**src/irq_bank_defs.vh**
```
// Register offsets, field positions and reset values of the interrupt/id/voltage bank
`ifndef IRQ_BANK_DEFS_VH
`define IRQ_BANK_DEFS_VH
`define ADDR_ACK_FLAGS     8'h00
`define ADDR_LIVE_STATE    8'h01
`define ADDR_IRQ_MASK      8'h02
`define ADDR_PRODUCT_ID    8'h03
`define ADDR_SILICON_REV   8'h04
`define ADDR_FEATURE_CFG   8'h05
`define ADDR_VOUT_SEL_HIGH 8'h10
`define BIT_THERM_SHUT     7
`define BIT_THERM_WARN     6
`define BIT_THERM_PREW     5
`define BIT_UNDERVOLT      2
`define BIT_OVERCURRENT    1
`define BIT_POWER_GOOD     0
`define SOURCE_BITS        8'he7
`define MASK_SPARE_ONES    8'h18
`define RST_IRQ_MASK       8'hff
`define RST_ACK_FLAGS      8'h00
`define RST_VOUT_SEL_HIGH  8'h00
`define RST_VOUT_CODE      7'h00
`define RST_GATING_EN      1'h0
`define RST_LIVE_STATE     8'h00
`define RST_RD_DATA        8'h00
`define RST_IRQ_REQ        1'h0
`define RST_CONV_EN        1'h1
`define VOUT_CODE_MSB      6
`define GATING_EN_BIT      7
`endif

```
**src/irq_mask_id_voltage_select_pin_regs.v**
```verilog
// Interrupt mask, identification and high voltage-select programming registers
// Functional notes
// Mask register at 02h: bits 7,6,5,2,1,0 sources; bits 4,3 read one.
// Mask bit 0 lets a source interrupt; mask bit 1 blocks it.
// Product identification at 03h is a fixed code; writes ignored.
// Silicon revision at 04h, all eight bits are the revision code.
// Feature register at 05h: bits 7-4 spare, bits 3-0 feature code.
// Register 10h: bits 6-0 voltage code, bit 7 enable-pin gating when select high.
// Acknowledge flags set on both edges of sense, clear on read, reset 00h.
// Sense register shows live source state in mask bit positions.
// Interrupt request only when an unmasked acknowledge flag is set.
`include "irq_bank_defs.vh"
`timescale 1ns/1ps
`default_nettype none
module irq_mask_id_voltage_select_pin_regs #(
	parameter [7:0] PRODUCT_CODE = 8'h5a, // Arbitrary value
	parameter [7:0] REVISION_CODE = 8'h01, // Arbitrary value
	parameter [3:0] FEATURE_CODE = 4'h3 // Arbitrary value
) (
	input  wire       core_clk,
	input  wire       rst,
	input  wire       clkEn,
	input  wire       regWrEn,
	input  wire       regRdEn,
	input  wire [7:0] regAddr,
	input  wire [7:0] regWrData,
	input  wire [7:0] sourceSense,
	input  wire       voltage_select_pin,
	input  wire       enablePin,
	output reg  [7:0] regRdData_ff,
	output reg        irqReq_ff,
	output reg  [6:0] vout_code_select_high_ff,
	output reg        enable_pin_gating_select_high_ff,
	output reg        converterEnable_ff
);
	reg  [7:0] interrupt_source_mask_ff;
	reg  [7:0] liveState_ff;
	reg  [7:0] nxt_mask;
	reg  [6:0] nxt_voutCode;
	reg        nxt_gating;
	reg  [7:0] nxt_liveState;
	reg  [7:0] nxt_rdData;
	reg        nxt_irq;
	reg        nxt_convEn;
	wire [7:0] ackFlags;
	wire [7:0] pendingIrq;
	wire [7:0] productId;
	wire [7:0] revisionId;
	wire [7:0] featureId;
	wire [7:0] maskReadback;
	wire       gatingActive;
	wire       ackRead;
	wire       maskWrite;
	wire       voutWrite;

	// Writes to the identification registers decode to nothing
	assign ackRead    = regRdEn && (regAddr == `ADDR_ACK_FLAGS);
	assign maskWrite  = regWrEn && (regAddr == `ADDR_IRQ_MASK);
	assign voutWrite  = regWrEn && (regAddr == `ADDR_VOUT_SEL_HIGH);
	assign pendingIrq = ackFlags & ~interrupt_source_mask_ff & `SOURCE_BITS;

	assign productId    = PRODUCT_CODE;
	assign revisionId   = REVISION_CODE;
	assign featureId    = {4'h0, FEATURE_CODE};
	assign maskReadback = interrupt_source_mask_ff | `MASK_SPARE_ONES;
	assign gatingActive = voltage_select_pin && enable_pin_gating_select_high_ff;

	// One flag per source; spare positions carry no flag and read zero
	edge_flag u_flagThermShut (
		.core_clk (core_clk),
		.rst      (rst),
		.clkEn    (clkEn),
		.sense    (sourceSense[`BIT_THERM_SHUT]),
		.clearReq (ackRead),
		.flag_ff  (ackFlags[`BIT_THERM_SHUT])
	);

	edge_flag u_flagThermWarn (
		.core_clk (core_clk),
		.rst      (rst),
		.clkEn    (clkEn),
		.sense    (sourceSense[`BIT_THERM_WARN]),
		.clearReq (ackRead),
		.flag_ff  (ackFlags[`BIT_THERM_WARN])
	);

	edge_flag u_flagThermPrew (
		.core_clk (core_clk),
		.rst      (rst),
		.clkEn    (clkEn),
		.sense    (sourceSense[`BIT_THERM_PREW]),
		.clearReq (ackRead),
		.flag_ff  (ackFlags[`BIT_THERM_PREW])
	);

	edge_flag u_flagUndervolt (
		.core_clk (core_clk),
		.rst      (rst),
		.clkEn    (clkEn),
		.sense    (sourceSense[`BIT_UNDERVOLT]),
		.clearReq (ackRead),
		.flag_ff  (ackFlags[`BIT_UNDERVOLT])
	);

	edge_flag u_flagOvercurrent (
		.core_clk (core_clk),
		.rst      (rst),
		.clkEn    (clkEn),
		.sense    (sourceSense[`BIT_OVERCURRENT]),
		.clearReq (ackRead),
		.flag_ff  (ackFlags[`BIT_OVERCURRENT])
	);

	edge_flag u_flagPowerGood (
		.core_clk (core_clk),
		.rst      (rst),
		.clkEn    (clkEn),
		.sense    (sourceSense[`BIT_POWER_GOOD]),
		.clearReq (ackRead),
		.flag_ff  (ackFlags[`BIT_POWER_GOOD])
	);

	assign ackFlags[4:3] = 2'b00;

	// Spare bits forced high on every write, so a read never shows them low
	always @* begin
		if (maskWrite)
			nxt_mask = regWrData | `MASK_SPARE_ONES;
		else
			nxt_mask = interrupt_source_mask_ff;
	end

	always @* begin
		if (voutWrite) begin
			nxt_voutCode = regWrData[`VOUT_CODE_MSB:0];
			nxt_gating   = regWrData[`GATING_EN_BIT];
		end else begin
			nxt_voutCode = vout_code_select_high_ff;
			nxt_gating   = enable_pin_gating_select_high_ff;
		end
	end

	// Live state lags the pins by one cycle
	always @* begin
		nxt_liveState = sourceSense & `SOURCE_BITS;
	end

	// Flags kept unmasked, so clearing a mask bit later still raises a pending event
	always @* begin
		nxt_irq = |pendingIrq;
	end

	always @* begin
		case (regAddr)
			`ADDR_ACK_FLAGS:     nxt_rdData = ackFlags;
			`ADDR_LIVE_STATE:    nxt_rdData = liveState_ff;
			`ADDR_IRQ_MASK:      nxt_rdData = maskReadback;
			`ADDR_PRODUCT_ID:    nxt_rdData = productId;
			`ADDR_SILICON_REV:   nxt_rdData = revisionId;
			`ADDR_FEATURE_CFG:   nxt_rdData = featureId;
			`ADDR_VOUT_SEL_HIGH: nxt_rdData = {enable_pin_gating_select_high_ff, vout_code_select_high_ff};
			default:             nxt_rdData = 8'h00;
		endcase
	end

	// Gating only applies while the select pin chooses this register
	always @* begin
		if (gatingActive)
			nxt_convEn = enablePin;
		else
			nxt_convEn = 1'b1;
	end

	// A low clock enable holds every register below
	always @(posedge core_clk or posedge rst) begin
		if (rst) begin
			interrupt_source_mask_ff <= `RST_IRQ_MASK;
		end else if (clkEn) begin
			interrupt_source_mask_ff <= nxt_mask;
		end
	end

	always @(posedge core_clk or posedge rst) begin
		if (rst) begin
			vout_code_select_high_ff         <= `RST_VOUT_CODE;
			enable_pin_gating_select_high_ff <= `RST_GATING_EN;
		end else if (clkEn) begin
			vout_code_select_high_ff         <= nxt_voutCode;
			enable_pin_gating_select_high_ff <= nxt_gating;
		end
	end

	always @(posedge core_clk or posedge rst) begin
		if (rst) begin
			liveState_ff <= `RST_LIVE_STATE;
		end else if (clkEn) begin
			liveState_ff <= nxt_liveState;
		end
	end

	// Read data holds until the next read, so a slow host may sample late
	always @(posedge core_clk or posedge rst) begin
		if (rst) begin
			regRdData_ff <= `RST_RD_DATA;
		end else if (clkEn && regRdEn) begin
			regRdData_ff <= nxt_rdData;
		end
	end

	always @(posedge core_clk or posedge rst) begin
		if (rst) begin
			irqReq_ff <= `RST_IRQ_REQ;
		end else if (clkEn) begin
			irqReq_ff <= nxt_irq;
		end
	end

	always @(posedge core_clk or posedge rst) begin
		if (rst) begin
			converterEnable_ff <= `RST_CONV_EN;
		end else if (clkEn) begin
			converterEnable_ff <= nxt_convEn;
		end
	end
endmodule // irq_mask_id_voltage_select_pin_regs
`default_nettype wire

```
**src/edge_flag.v**
```verilog
// One acknowledge flag: set on either edge of its sense input, cleared on read
`timescale 1ns/1ps
`default_nettype none
module edge_flag (
	input  wire core_clk,
	input  wire rst,
	input  wire clkEn,
	input  wire sense,
	input  wire clearReq,
	output reg  flag_ff
);
	reg senseDly_ff;
	wire nxt_flag;

	// Set wins over a read-clear in the same cycle so no event is lost
	assign nxt_flag = (sense ^ senseDly_ff) | (flag_ff & ~clearReq);

	always @(posedge core_clk or posedge rst) begin
		if (rst) begin
			senseDly_ff <= 1'b0;
			flag_ff     <= 1'b0;
		end else if (clkEn) begin
			senseDly_ff <= sense;
			flag_ff     <= nxt_flag;
		end
	end
endmodule // edge_flag
`default_nettype wire

```
**config.mk**
```make
export PLATFORM = sky130hd
export DESIGN_NAME = irq_mask_id_voltage_select_pin_regs
export DESIGN_NICKNAME = d
export VERILOG_FILES = /design/src/irq_mask_id_voltage_select_pin_regs.v /design/src/edge_flag.v
export VERILOG_INCLUDE_DIRS = /design/src
export SDC_FILE = /design/constraint.sdc
export NUM_CORES = 1
export LEC_CHECK = 0
export BUFFER_PORTS_ARGS = -buffer_cell sky130_fd_sc_hd__buf_4
export CAP_MARGIN = 20
export CORE_UTILIZATION = 45
export CTS_CLUSTER_SIZE = 40
export DETAILED_ROUTE_END_ITERATION = 12
export PLACE_DENSITY = 0.81
export SYNTH_ARGS = -nofsm -noshare
export SYNTH_HDL_FRONTEND = slang
export SYNTH_SLANG_ARGS = --single-unit
```
**constraint.sdc**
```tcl
create_clock -name core_clk -period 1.6 [get_ports core_clk]
set_clock_uncertainty 0.15 [all_clocks]
set_input_delay 0 -clock core_clk [delete_from_list [all_inputs] [get_ports core_clk]]
set_output_delay 0 -clock core_clk [all_outputs]
set_load 0.02 [all_outputs]
```
==> implementation parameters, run 1 <==
Parameter                              Value

Synthesis
  Yosys top cell area share    0.4102
  Basic-gate share of the synthesized area counting and, or, nand and nor cells    0.1160
  Main synth FF type    sky130_fd_sc_hd__dfrtp_1
  Post-Synth Adder-Cell Area    0
  Syn Inst Count    157
  Unique cell type count in the Yosys netlist    37
  Flops & latches, synth    36
  Avg Inst Size Synth    11.27 um^2
  Most used standard cells in the synthesized netlist    29 x sky130_fd_sc_hd__dfrtp_1, 20 x sky130_fd_sc_hd__mux2_2, 10 x sky130_fd_sc_hd__nand2_1
  Synth Area in Compound Gates    0.1542
  Number of enable-type register cells in the synthesized netlist    0
  Combinational family with the most area after synthesis    compound AO/OA/AOI/OAI gates
  Multiplexer share of the synthesized area    0.1499
  Most common cell in the synthesized netlist    sky130_fd_sc_hd__dfrtp_1
  Share of flip-flops with an asynchronous set or reset    1.000
  Sequential cell area fraction in the yosys report    0.5141
  Dominant cell type by area after synthesis    sky130_fd_sc_hd__dfrtp_1
  Yosys Warn Count    0
  Post-synthesis cell area    1769 um^2
  Total nets after synthesis    188
  Synth Area in XOR/XNOR    0.02970
  Cells taking the most area after synthesis    sky130_fd_sc_hd__dfrtp_1 41%, sky130_fd_sc_hd__mux2_2 13%, sky130_fd_sc_hd__dfstp_2 10%, sky130_fd_sc_hd__a22o_1 3.5%, sky130_fd_sc_hd__xor2_1 3.0%

Power and ir drop
  Portion of total power attributed to combinational logic    0.153
  Power share of the sequential group    0.507
  Clk pwr share    0.339
  Maximum vdd ir drop    0.7191 mV
  Switching power    462.2 uW
  Power Total    1.922 mW
  Pwr per Cell Area    764.0 nW/um^2
  Switching part of the total power    0.2405
  Power Internal    1.460 mW
  Leakage power    1.176 nW

Placed design
  Worst slack at placement    -0.03199 ns
  RD Place Congestion    0.8740
  Post-detail-place hpwl    2984 um
  Number of buffer cells added on primary ports    46
  Total cell area at the placement stage    2208 um^2

Hold path
  Cell depth of the worst min-delay path    3
  Hold Startpoint    regAddr[4]
  End point of the most critical hold path    regRdData_ff[1]
  Class of the tightest hold or removal check    in -> reg

Timing
  Worst-margin pin slew    0.4386 ns
  Final hold violation count    0
  Tmin final    1.520 ns
  Max-slew headroom at the worst pin    0.7076
  Fmax    657.9 MHz
  Total of endpoints with negative setup slack in the final report    0
  RSZ-0062 raised after global routing    false
  Worst path setup slack after routing    0.07997 ns
  Max-slew violation count    0
  Portion of the clock cycle consumed by the worst path in the final layout    0.9500

CTS
  Maximum clock path buffer count    2
  Clock sink count    36
  Clock tree from TritonCTS    done
  Clock buffers created by TritonCTS    5
  Register clock-pin slew on the reported worst setup and hold paths    0.07 ns
  H-Tree Depth    2
  Clock latency on the worst-skew pair    0.28 ns
  Cell at the root of the clock tree    sky130_fd_sc_hd__clkbuf_8

Global route
  Overflow after GRT    0
  Global-route wire length before repair    7072 um
  Initial antenna violation count    0
  Largest net degree at the start of global routing    37
  GRT Total Usage    0.2217
  Vias in the first global route    1485

Finish
  Count of inserted antenna diode cells    0
  Fraction of layout instances using a drive strength above 1    0.4034
  Area overhead of the layout relative to synthesis    42.22%
  Final instance area    2516 um^2
  Final #Nets    263
  Filler cells    308
  Footprint of the multi-input gates    795.8 um^2
  Register area    909.6 um^2

Status
  Status    finished clean

Floorplanning
  Die Y-Extent    64.70 um
  I/O pin cnt    49
  Die outline width    64.70 um
  Core region area    3716 um^2
  Initial core utilization    0.4761
  Total Die Area    4186 um^2
  Number of placement rows    22

Drt
  Total wire length after detailed routing    4177 um
  Antenna-violating nets left    0
  DRC errors left    0
  Via count    1517
  Post-detailed-route via-to-cell ratio    5.399
  DR WL/cell    14.86 um
  Number of DRC markers in iteration 0    71
  Detailed Routing Iterations Pass 1    4

Critical path
  Crit Reg-Reg Startpoint    converterEnable_ff
  Endpoint class of the critical path    flop
  Required time at the endpoint of the critical path    1.68 ns
  Crit Path Max Fanout    18
  Critical Path Source Type    primary input
  Critical setup path kind    in -> reg
  Reg2reg path depth    3
  Data arrival time at the worst-slack endpoint    1.60 ns
  Reg-to-reg setup timing slack    0.11 ns
  Capture instance of the worst register-to-register path    converterEnable_ff

Flow run
  Count of maximum capacitance violations    0
power by group through the flow:
stage / combinational, mW / clock, mW / sequential [mW]
floorplan: 0.123 / 0 / 0.997
global placement: 0.247 / 0 / 0.990
detailed placement: 0.252 / 0 / 0.992
CTS: 0.292 / 0.666 / 0.975
global route: 0.321 / 0.709 / 0.980
finish: 0.295 / 0.652 / 0.975
metal layers:
layer / up-vias / track usage / wire, um / part of all wire
met1: 734 / 0.3040 / 1904 / 0.46
li1: 721 / - / - / -
met5: - / 0 / 0 / 0
met2: 60 / 0.3633 / 2019 / 0.48
met4: 0 / 0.03333 / 21 / 0.0050
met3: 2 / 0.05106 / 231 / 0.055
cells by family (layout without fill, tap and decap cells):
group | after synthesis | in the layout
muxes | 24 | 24
DFF | 36 | 36
AOI/OAI and AO/OA | 38 | 38
xor gates and xnor gates | 6 | 6
buffers and inverters | 16 | 92
and+or+nand+nor | 37 | 37
area by class of cell:
cell class	count	area share
inverters	8	0.01193
flip-flops and latches	36	0.3615
well taps	48	0.02387
multi-input cells	105	0.3163
clock buffers	8	0.03580
repair buffers	76	0.2506
worst max-delay path, stage by stage:
cell and delay (ns):
sky130_fd_sc_hd__dlygate4sd3_1 0.53, sky130_fd_sc_hd__buf_4 0.12, sky130_fd_sc_hd__buf_8 0.16, sky130_fd_sc_hd__nor2_1 0.06, sky130_fd_sc_hd__a41oi_1 0.14, sky130_fd_sc_hd__dlygate4sd3_1 0.57
sequential cells by signal (all words and copies together) (netlist names), 5 cells and up:
| name | cells |
|---|---|
| regRdData_ff | 8 |
| vout_code_select_high_ff | 7 |
| interrupt_source_mask_ff | 6 |
| liveState_ff | 5 |
worst max-delay path by stage:
stage	start	to	cells past startpoint
4_1_cts	clkEn	converterEnable_ff	6
3_3_place_gp	regAddr[5]	vout_code_select_high_ff[1]	6
5_1_grt	clkEn	converterEnable_ff	6
2_1_floorplan	regAddr[5]	u_flagOvercurrent.flag_ff	5
3_5_place_dp	regAddr[5]	vout_code_select_high_ff[4]	6
6_report	clkEn	converterEnable_ff	6
stage by stage:
stage                     hold slack [ns]  utilization  setup TNS, ns  instances
after floorplan                  -0.04761            -              0        157
after global routing              0.04129       0.6771              0        281
final                             0.02025       0.6771              0        281
after CTS                        0.002160       0.6751              0        281
after detailed placement         -0.01098       0.5943        -0.1647        252
after global placement           -0.02286       0.5943       -0.08987        252
cells in the final DEF, fill, tap and decap left out, types with 3 or more instances in the layout:
cell and count:
sky130_fd_sc_hd__a22o_1 7, sky130_fd_sc_hd__nor2_1 7, sky130_fd_sc_hd__mux2_2 20, sky130_fd_sc_hd__clkbuf_8 6, sky130_fd_sc_hd__dfstp_2 7, sky130_fd_sc_hd__nor3_1 3
sky130_fd_sc_hd__inv_1 8, sky130_fd_sc_hd__o22ai_1 4, sky130_fd_sc_hd__dfrtp_1 29, sky130_fd_sc_hd__o21ai_0 6, sky130_fd_sc_hd__nand2_1 10, sky130_fd_sc_hd__a21oi_1 3
sky130_fd_sc_hd__xor2_1 6, sky130_fd_sc_hd__o22a_1 3, sky130_fd_sc_hd__mux2i_1 4, sky130_fd_sc_hd__a22oi_1 3, sky130_fd_sc_hd__dlygate4sd3_1 21, sky130_fd_sc_hd__nor2b_1 3
sky130_fd_sc_hd__nand3_1 3, sky130_fd_sc_hd__buf_4 54
what timing repair did:
action / in CTS / in global routing
hold endpoints to repair: 58 / 0
hold buffers: 21 / 0
gates resized for setup: 0 / 2
setup endpoints to repair: 0 / 9
setup buffers: 0 / 0
(Power assumes the default switching activity.)
==> inputs of run 2 (changes only) <==
- clock period: 1.6 -> 1.9 ns (I/O delays scaled with it)
==> run 2 against run 1 <==
  * Via count is 2.8% lower
  * Die area stayed put
  * Worst setup slack better by 0.0062 ns
  * Highest routed layer unchanged
  * Largest cell class unchanged
  * Non-clock buffer count is 6 lower
  * Flip-flop and latch count stayed put
==> implementation parameters, run 2 (synthesized netlist as in run 1, its figures left out) <==
Parameter                              Value

CTS
  Cell at the root of the clock tree    sky130_fd_sc_hd__clkbuf_8 (unchanged)
  Clock sink count    36 (unchanged)
  Clock tree from TritonCTS    done (unchanged)
  Clock buffers created by TritonCTS    5 (unchanged)
  H-Tree Depth    2 (unchanged)
  Clock latency on the worst-skew pair    0.29 ns (was 0.28 ns)
  Register clock-pin slew on the reported worst setup and hold paths    0.06 ns (was 0.07 ns)
  Maximum clock path buffer count    2 (unchanged)

Critical path
  Cell with the most instances on the worst path    sky130_fd_sc_hd__buf_4 (was sky130_fd_sc_hd__dlygate4sd3_1)
  Endpoint class of the critical path    flop (unchanged)
  Cell chain of the critical path    dlygate4sd3_1, buf_4, nor3_4, and2_4, buf_4, nand4_2, mux2_2 (was dlygate4sd3_1, buf_4, buf_8, nor2_1, a41oi_1, dlygate4sd3_1)
  Cell class contributing the biggest share of worst-path delay    buffers and inverters (unchanged)
  Required time at the endpoint of the critical path    1.92 ns (was 1.68 ns)
  Critical Path Max Stage Delay    0.53 ns (was 0.57 ns)
  Buf/Inv on CP    3 (was 4)
  Critical Path Source Type    primary input (unchanged)
  Critical setup path kind    in -> reg (unchanged)
  Data arrival time at the worst-slack endpoint    1.84 ns (was 1.60 ns)
  Master of the slowest instance on the critical path    sky130_fd_sc_hd__dlygate4sd3_1 (unchanged)
  Crit Path Max Fanout    10 (was 18)

Power and ir drop
  Leakage power    1.150 nW (was 1.176 nW)
  Maximum vdd ir drop    0.5169 mV (was 0.7191 mV)
  Pwr per Cell Area    648.8 nW/um^2 (was 764.0 nW/um^2)

Finish
  Fin util    0.6680 (was 0.6771)
  Largest registers    regRdData_ff x8, vout_code_select_high_ff x7, interrupt_source_mask_ff x6 (unchanged)
  Fraction of layout instances using a drive strength above 1    0.3965 (was 0.4034)
  Most flop-heavy register    regRdData_ff (unchanged)
  Most common cell after layout, fill and taps aside    sky130_fd_sc_hd__buf_4 (unchanged)
  Top library cells by usage in the layout, fill and taps aside    48 x sky130_fd_sc_hd__buf_4, 29 x sky130_fd_sc_hd__dfrtp_1, 22 x sky130_fd_sc_hd__dlygate4sd3_1 (was 54 x sky130_fd_sc_hd__buf_4, 29 x sky130_fd_sc_hd__dfrtp_1, 21 x sky130_fd_sc_hd__dlygate4sd3_1)
  Final #Nets    257 (was 263)
  Filler cells    312 (was 308)
  Area overhead of the layout relative to synthesis    40.31% (was 42.22%)
  Count of inserted antenna diode cells    0 (unchanged)
  Largest register FFs    8 (unchanged)

Floorplanning
  Total Die Area    4186 um^2 (unchanged)
  Die Y-Extent    64.70 um (unchanged)
  I/O pin cnt    49 (unchanged)
  Initial core utilization    0.4761 (unchanged)
  Die outline width    64.70 um (unchanged)
  Number of placement rows    22 (unchanged)
  Core region area    3716 um^2 (unchanged)

Global route
  Vias in the first global route    1456 (was 1485)
  GRT Total Usage    0.2167 (was 0.2217)
  Global-route wire length before repair    6734 um (was 7072 um)
  Largest net degree at the start of global routing    37 (unchanged)
  Overflow after GRT    0 (unchanged)
  Initial antenna violation count    0 (unchanged)

Placed design
  Number of buffer cells added on primary ports    46 (unchanged)
  RD Place Congestion    0.7893 (was 0.8740)
  Post-detail-place hpwl    2776 um (was 2984 um)

Timing
  Total of endpoints with negative setup slack in the final report    0 (unchanged)
  Worst-margin pin slew    0.4400 ns (was 0.4386 ns)
  Setup total negative slack    0 ns (unchanged)
  RSZ-0062 raised after global routing    false (unchanged)
  Tmin final    1.814 ns
  Portion of the clock cycle consumed by the worst path in the final layout    0.9546
  Max-slew headroom at the worst pin    0.7067 (was 0.7076)
  Fmax    551.3 MHz
  Max-slew violation count    0 (unchanged)
  Final hold violation count    0 (unchanged)

Drt
  Total wire length after detailed routing    4086 um (was 4177 um)
  Number of DRC markers in iteration 0    45 (was 71)
  DR WL/cell    14.86 um (about the same)
  Post-detailed-route via-to-cell ratio    5.364 (was 5.399)
  DRC errors left    0 (unchanged)
  Via count    1475 (was 1517)
  Antenna-violating nets left    0 (unchanged)
  Detailed Routing Iterations Pass 1    4 (unchanged)

Flow run
  Count of maximum capacitance violations    0 (unchanged)

Hold path
  Class of the tightest hold or removal check    in -> reg (unchanged)

Status
  Status    finished clean (unchanged)
run 2: cell types whose count changed in the layout (fill, tap and decap cells not counted), sizes merged:
| cell | before | now |
|---|---|---|
| buf | 55 | 48 |
| dlygate4sd3 | 21 | 22 |
run 2: cell type report:
class                   count  area [um^2]  share of cell area
repair buffers             70        580.6              0.2339
inverters                   8        30.03             0.01210
multi-input cells         105        812.0              0.3271
clock buffers               8        90.09             0.03629
flip-flops and latches     36        909.6              0.3664
well taps                  48        60.06             0.02419
run 2: what timing repair did:
item | CTS | global route
hold buffers | 23 | 0
gates resized for setup | 0 | 4
endpoints found under the hold margin | 68 | 0
setup buffers | 0 | 1
endpoints found under the setup margin | 0 | 1
run 2: worst min-delay path: cells and delay by family:
kind,cells,cell delay (ns)
AOI/OAI and AO/OA,1,0.08
buffers and inverters,1,0.09
and+or+nand+nor,2,0.24
run 2: layer usage:
metal  vias to the layer above  GRT usage  share of wire
li1                        709          -              -
met1                       701     0.2736           0.45
met2                        58     0.3503           0.47
met3                         7    0.06866          0.056
met4                         0    0.06944          0.017
met5                         -          0              0
run 2: where the power goes:
group          switching [mW]  internal [mW]  total (mW)
clock network           0.253          0.295       0.549
registers              0.0235          0.797       0.820
logic                   0.110          0.131       0.242
run 2: final timing paths:
check | slack [ns] | start | cells after the start | to
min in group asynchronous | 0.22 | rst | 4 | regRdData_ff[7]
setup / recovery | 0.09 | regAddr[1] | 7 | vout_code_select_high_ff[5]
setup reg to reg | 0.39 | converterEnable_ff | 3 | converterEnable_ff
max in group asynchronous | 1.04 | rst | 4 | converterEnable_ff
hold reg to reg | 0.34 | regRdData_ff[1] | 2 | regRdData_ff[1]
hold / removal | 0.01 | regAddr[6] | 4 | regRdData_ff[7]
run 2: metrics by stage:
| stage | instances | instance area (um^2) | hold WS (ns) | power [mW] | worst slack, ns |
|---|---|---|---|---|---|
| 6_report | 275 | 2482 | 0.009992 | 1.611 | 0.08619 |
| 5_1_grt | 275 | 2482 | 0.02279 | 1.686 | 0.03974 |
| 4_1_cts | 275 | 2469 | 0.008028 | 1.623 | 0.03132 |
| 3_5_place_dp | 244 | 2148 | -0.01945 | 1.037 | 0.1644 |
| 3_3_place_gp | 244 | 2148 | -0.02127 | 1.032 | 0.2027 |
| 2_1_floorplan | 157 | 1769 | -0.04761 | 0.9435 | 0.4890 |
==> inputs of run 3 (changes only) <==
- HOLD_SLACK_MARGIN: not set -> 0.12
==> run 3 against run 2 <==
  * Critical path depth fell by 1
  * Clock power barely moved
  * Combinational power rose by 9.9%
  * Count of clock-buffer cells in the layout did not move
  * Total power rose by 1.7%
  * Via count rose by 2.5%
  * Utilization rose by 2.3 points
  * Die area did not move
  * Fmax rose by 1.3%
  * Register-to-register slack barely moved
  * Design area rose by 3.4%
  * Sequential share of layout area fell by 1.2 points
  * Critical path type unchanged
  * Largest cell class unchanged
  * Highest routed layer unchanged
==> implementation parameters, run 3 (synthesized netlist as in run 1, its figures left out) <==
Parameter                              Value

Status
  Status    finished clean (unchanged)

Timing
  RSZ-0062 raised after global routing    false (unchanged)
  Tmin final    1.791 ns (was 1.814 ns)
  Max-slew headroom at the worst pin    0.7039 (was 0.7067)
  Max-slew violation count    0 (unchanged)
  Setup total negative slack    0 ns (unchanged)
  Total of endpoints with negative setup slack in the final report    0 (unchanged)
  Portion of the clock cycle consumed by the worst path in the final layout    0.9426 (was 0.9546)
  Fmax    558.4 MHz (was 551.3 MHz)
  Smallest hold slack    0.01623 ns (was 0.009992 ns)
  Final hold violation count    0 (unchanged)
  Worst-margin pin slew    0.4441 ns (was 0.4400 ns)

CTS
  Clock latency on the worst-skew pair    0.29 ns (about the same)
  Maximum clock path buffer count    2 (unchanged)
  H-Tree Depth    2 (unchanged)
  Clock sink count    36 (unchanged)
  Register clock-pin slew on the reported worst setup and hold paths    0.06 ns (about the same)
  Post-CTS Repair Setup Buffers    0 (unchanged)
  Cell at the root of the clock tree    sky130_fd_sc_hd__clkbuf_8 (unchanged)
  Clock tree from TritonCTS    done (unchanged)
  Clock buffers created by TritonCTS    5 (unchanged)

Drt
  Via count    1512 (was 1475)
  Met1 routed wirelength after detailed routing    1875 um (was 1848 um)
  DR WL/cell    14.88 um (was 14.86 um)
  Total wire length after detailed routing    4212 um (was 4086 um)
  Post-detailed-route via-to-cell ratio    5.343 (was 5.364)
  DRC errors left    0 (unchanged)
  Highest routing layer actually used    met4 (unchanged)
  Antenna-violating nets left    0 (unchanged)
  Detailed Routing Iterations Pass 1    4 (unchanged)
  Met2 wire length    2028 um (was 1940 um)
  Detailed-routed wire length on met3    260 um (was 228 um)
  Number of DRC markers in iteration 0    63 (was 45)

Critical path
  Crit Path Max Fanout    3 (was 10)
  Endpoint class of the critical path    flop (unchanged)
  Critical Path Source Type    primary input (unchanged)
  Critical setup path kind    in -> reg (unchanged)
  Data arrival time at the worst-slack endpoint    1.85 ns (was 1.84 ns)
  Required time at the endpoint of the critical path    1.96 ns (was 1.92 ns)

Finish
  Largest register FFs    8 (unchanged)
  Filler cells    300 (was 312)
  Top library cells by usage in the layout, fill and taps aside    47 x sky130_fd_sc_hd__buf_4, 31 x sky130_fd_sc_hd__dlygate4sd3_1, 29 x sky130_fd_sc_hd__dfrtp_1 (was 48 x sky130_fd_sc_hd__buf_4, 29 x sky130_fd_sc_hd__dfrtp_1, 22 x sky130_fd_sc_hd__dlygate4sd3_1)
  Fraction of layout instances using a drive strength above 1    0.3660 (was 0.3965)
  Final #Nets    265 (was 257)
  Area overhead of the layout relative to synthesis    45.05% (was 40.31%)
  Most flop-heavy register    regRdData_ff (unchanged)
  Most common cell after layout, fill and taps aside    sky130_fd_sc_hd__buf_4 (unchanged)
  Count of inserted antenna diode cells    0 (unchanged)
  Largest registers    regRdData_ff x8, vout_code_select_high_ff x7, interrupt_source_mask_ff x6 (unchanged)

Global route
  Vias in the first global route    1515 (was 1456)
  Overflow after GRT    0 (unchanged)
  GRT Total Usage    0.2220 (was 0.2167)
  Initial antenna violation count    0 (unchanged)
  Largest net degree at the start of global routing    37 (unchanged)
  Global-route wire length before repair    6920 um (was 6734 um)

Placed design
  RD Place Congestion    0.7893 (unchanged)
  Number of buffer cells added on primary ports    46 (unchanged)
  Post-detail-place hpwl    2776 um (unchanged)

Floorplanning
  Core region area    3716 um^2 (unchanged)
  Die Y-Extent    64.70 um (unchanged)
  I/O pin cnt    49 (unchanged)
  Initial core utilization    0.4761 (unchanged)
  Number of placement rows    22 (unchanged)
  Total Die Area    4186 um^2 (unchanged)
  Die outline width    64.70 um (unchanged)

Power and ir drop
  Maximum vdd ir drop    0.5266 mV (was 0.5169 mV)
  Leakage power    1.172 nW (was 1.150 nW)
  Pwr per Cell Area    638.1 nW/um^2 (was 648.8 nW/um^2)

Hold path
  Class of the tightest hold or removal check    in -> reg (unchanged)

Flow run
  Count of maximum capacitance violations    0 (unchanged)
==> run 3: through the flow <==
stage | instance area, um^2 | std cells | power (mW) | util | worst slack (ns)
floorplan | 1769 | 157 | 0.9435 | - | 0.4890
global placement | 2148 | 244 | 1.032 | 0.5781 | 0.2027
detailed placement | 2148 | 244 | 1.037 | 0.5781 | 0.1644
CTS | 2539 | 282 | 1.641 | 0.6832 | 0.03394
global route | 2566 | 283 | 1.712 | 0.6906 | 0.05749
finish | 2566 | 283 | 1.637 | 0.6906 | 0.1091
==> run 3: worst paths after layout <==
check	from	endpoint	slack, ns	depth (start not counted)
max reg2reg	converterEnable_ff	converterEnable_ff	0.39	3
min	regAddr[5]	regRdData_ff[7]	0.02	4
max	regAddr[6]	regRdData_ff[2]	0.11	6
min in group asynchronous	rst	regRdData_ff[7]	0.22	4
max in group asynchronous	rst	interrupt_source_mask_ff[7]	1.04	4
min reg2reg	regRdData_ff[0]	regRdData_ff[0]	0.33	2
==> run 3: routing by layer <==
layer / track usage / up-vias
met1: 0.2815 / 720
met5: 0 / -
met4: 0.06389 / 0
li1: - / 725
met3: 0.06514 / 5
met2: 0.3646 / 62
==> run 3: cell type report <==
type | count | area (um^2) | share of cell area
sequential | 36 | 909.6 | 0.3545
multi-input combinational | 105 | 813.3 | 0.3169
timing repair buffer | 78 | 663.1 | 0.2584
clock buffer | 8 | 90.09 | 0.03510
tap | 48 | 60.06 | 0.02340
inverter | 8 | 30.03 | 0.01170
==> run 3: timing repair <==
action,4_1_cts,5_1_grt
setup endpoints to repair,0,14
hold buffers,30,1
endpoints found under the hold margin,72,16
gates resized for setup,0,2
==> run 3: report_power, final <==
group | switching (mW) | internal (mW)
clock network | 0.256 | 0.295
logic | 0.115 | 0.151
registers | 0.0236 | 0.797
==> run 3: worst max-delay path: stages <==
cell and delay, ns:
sky130_fd_sc_hd__dlygate4sd3_1 0.54, sky130_fd_sc_hd__buf_4 0.15, sky130_fd_sc_hd__or4_4 0.44, sky130_fd_sc_hd__or3_4 0.35
sky130_fd_sc_hd__o22a_1 0.25, sky130_fd_sc_hd__o21ai_1 0.13
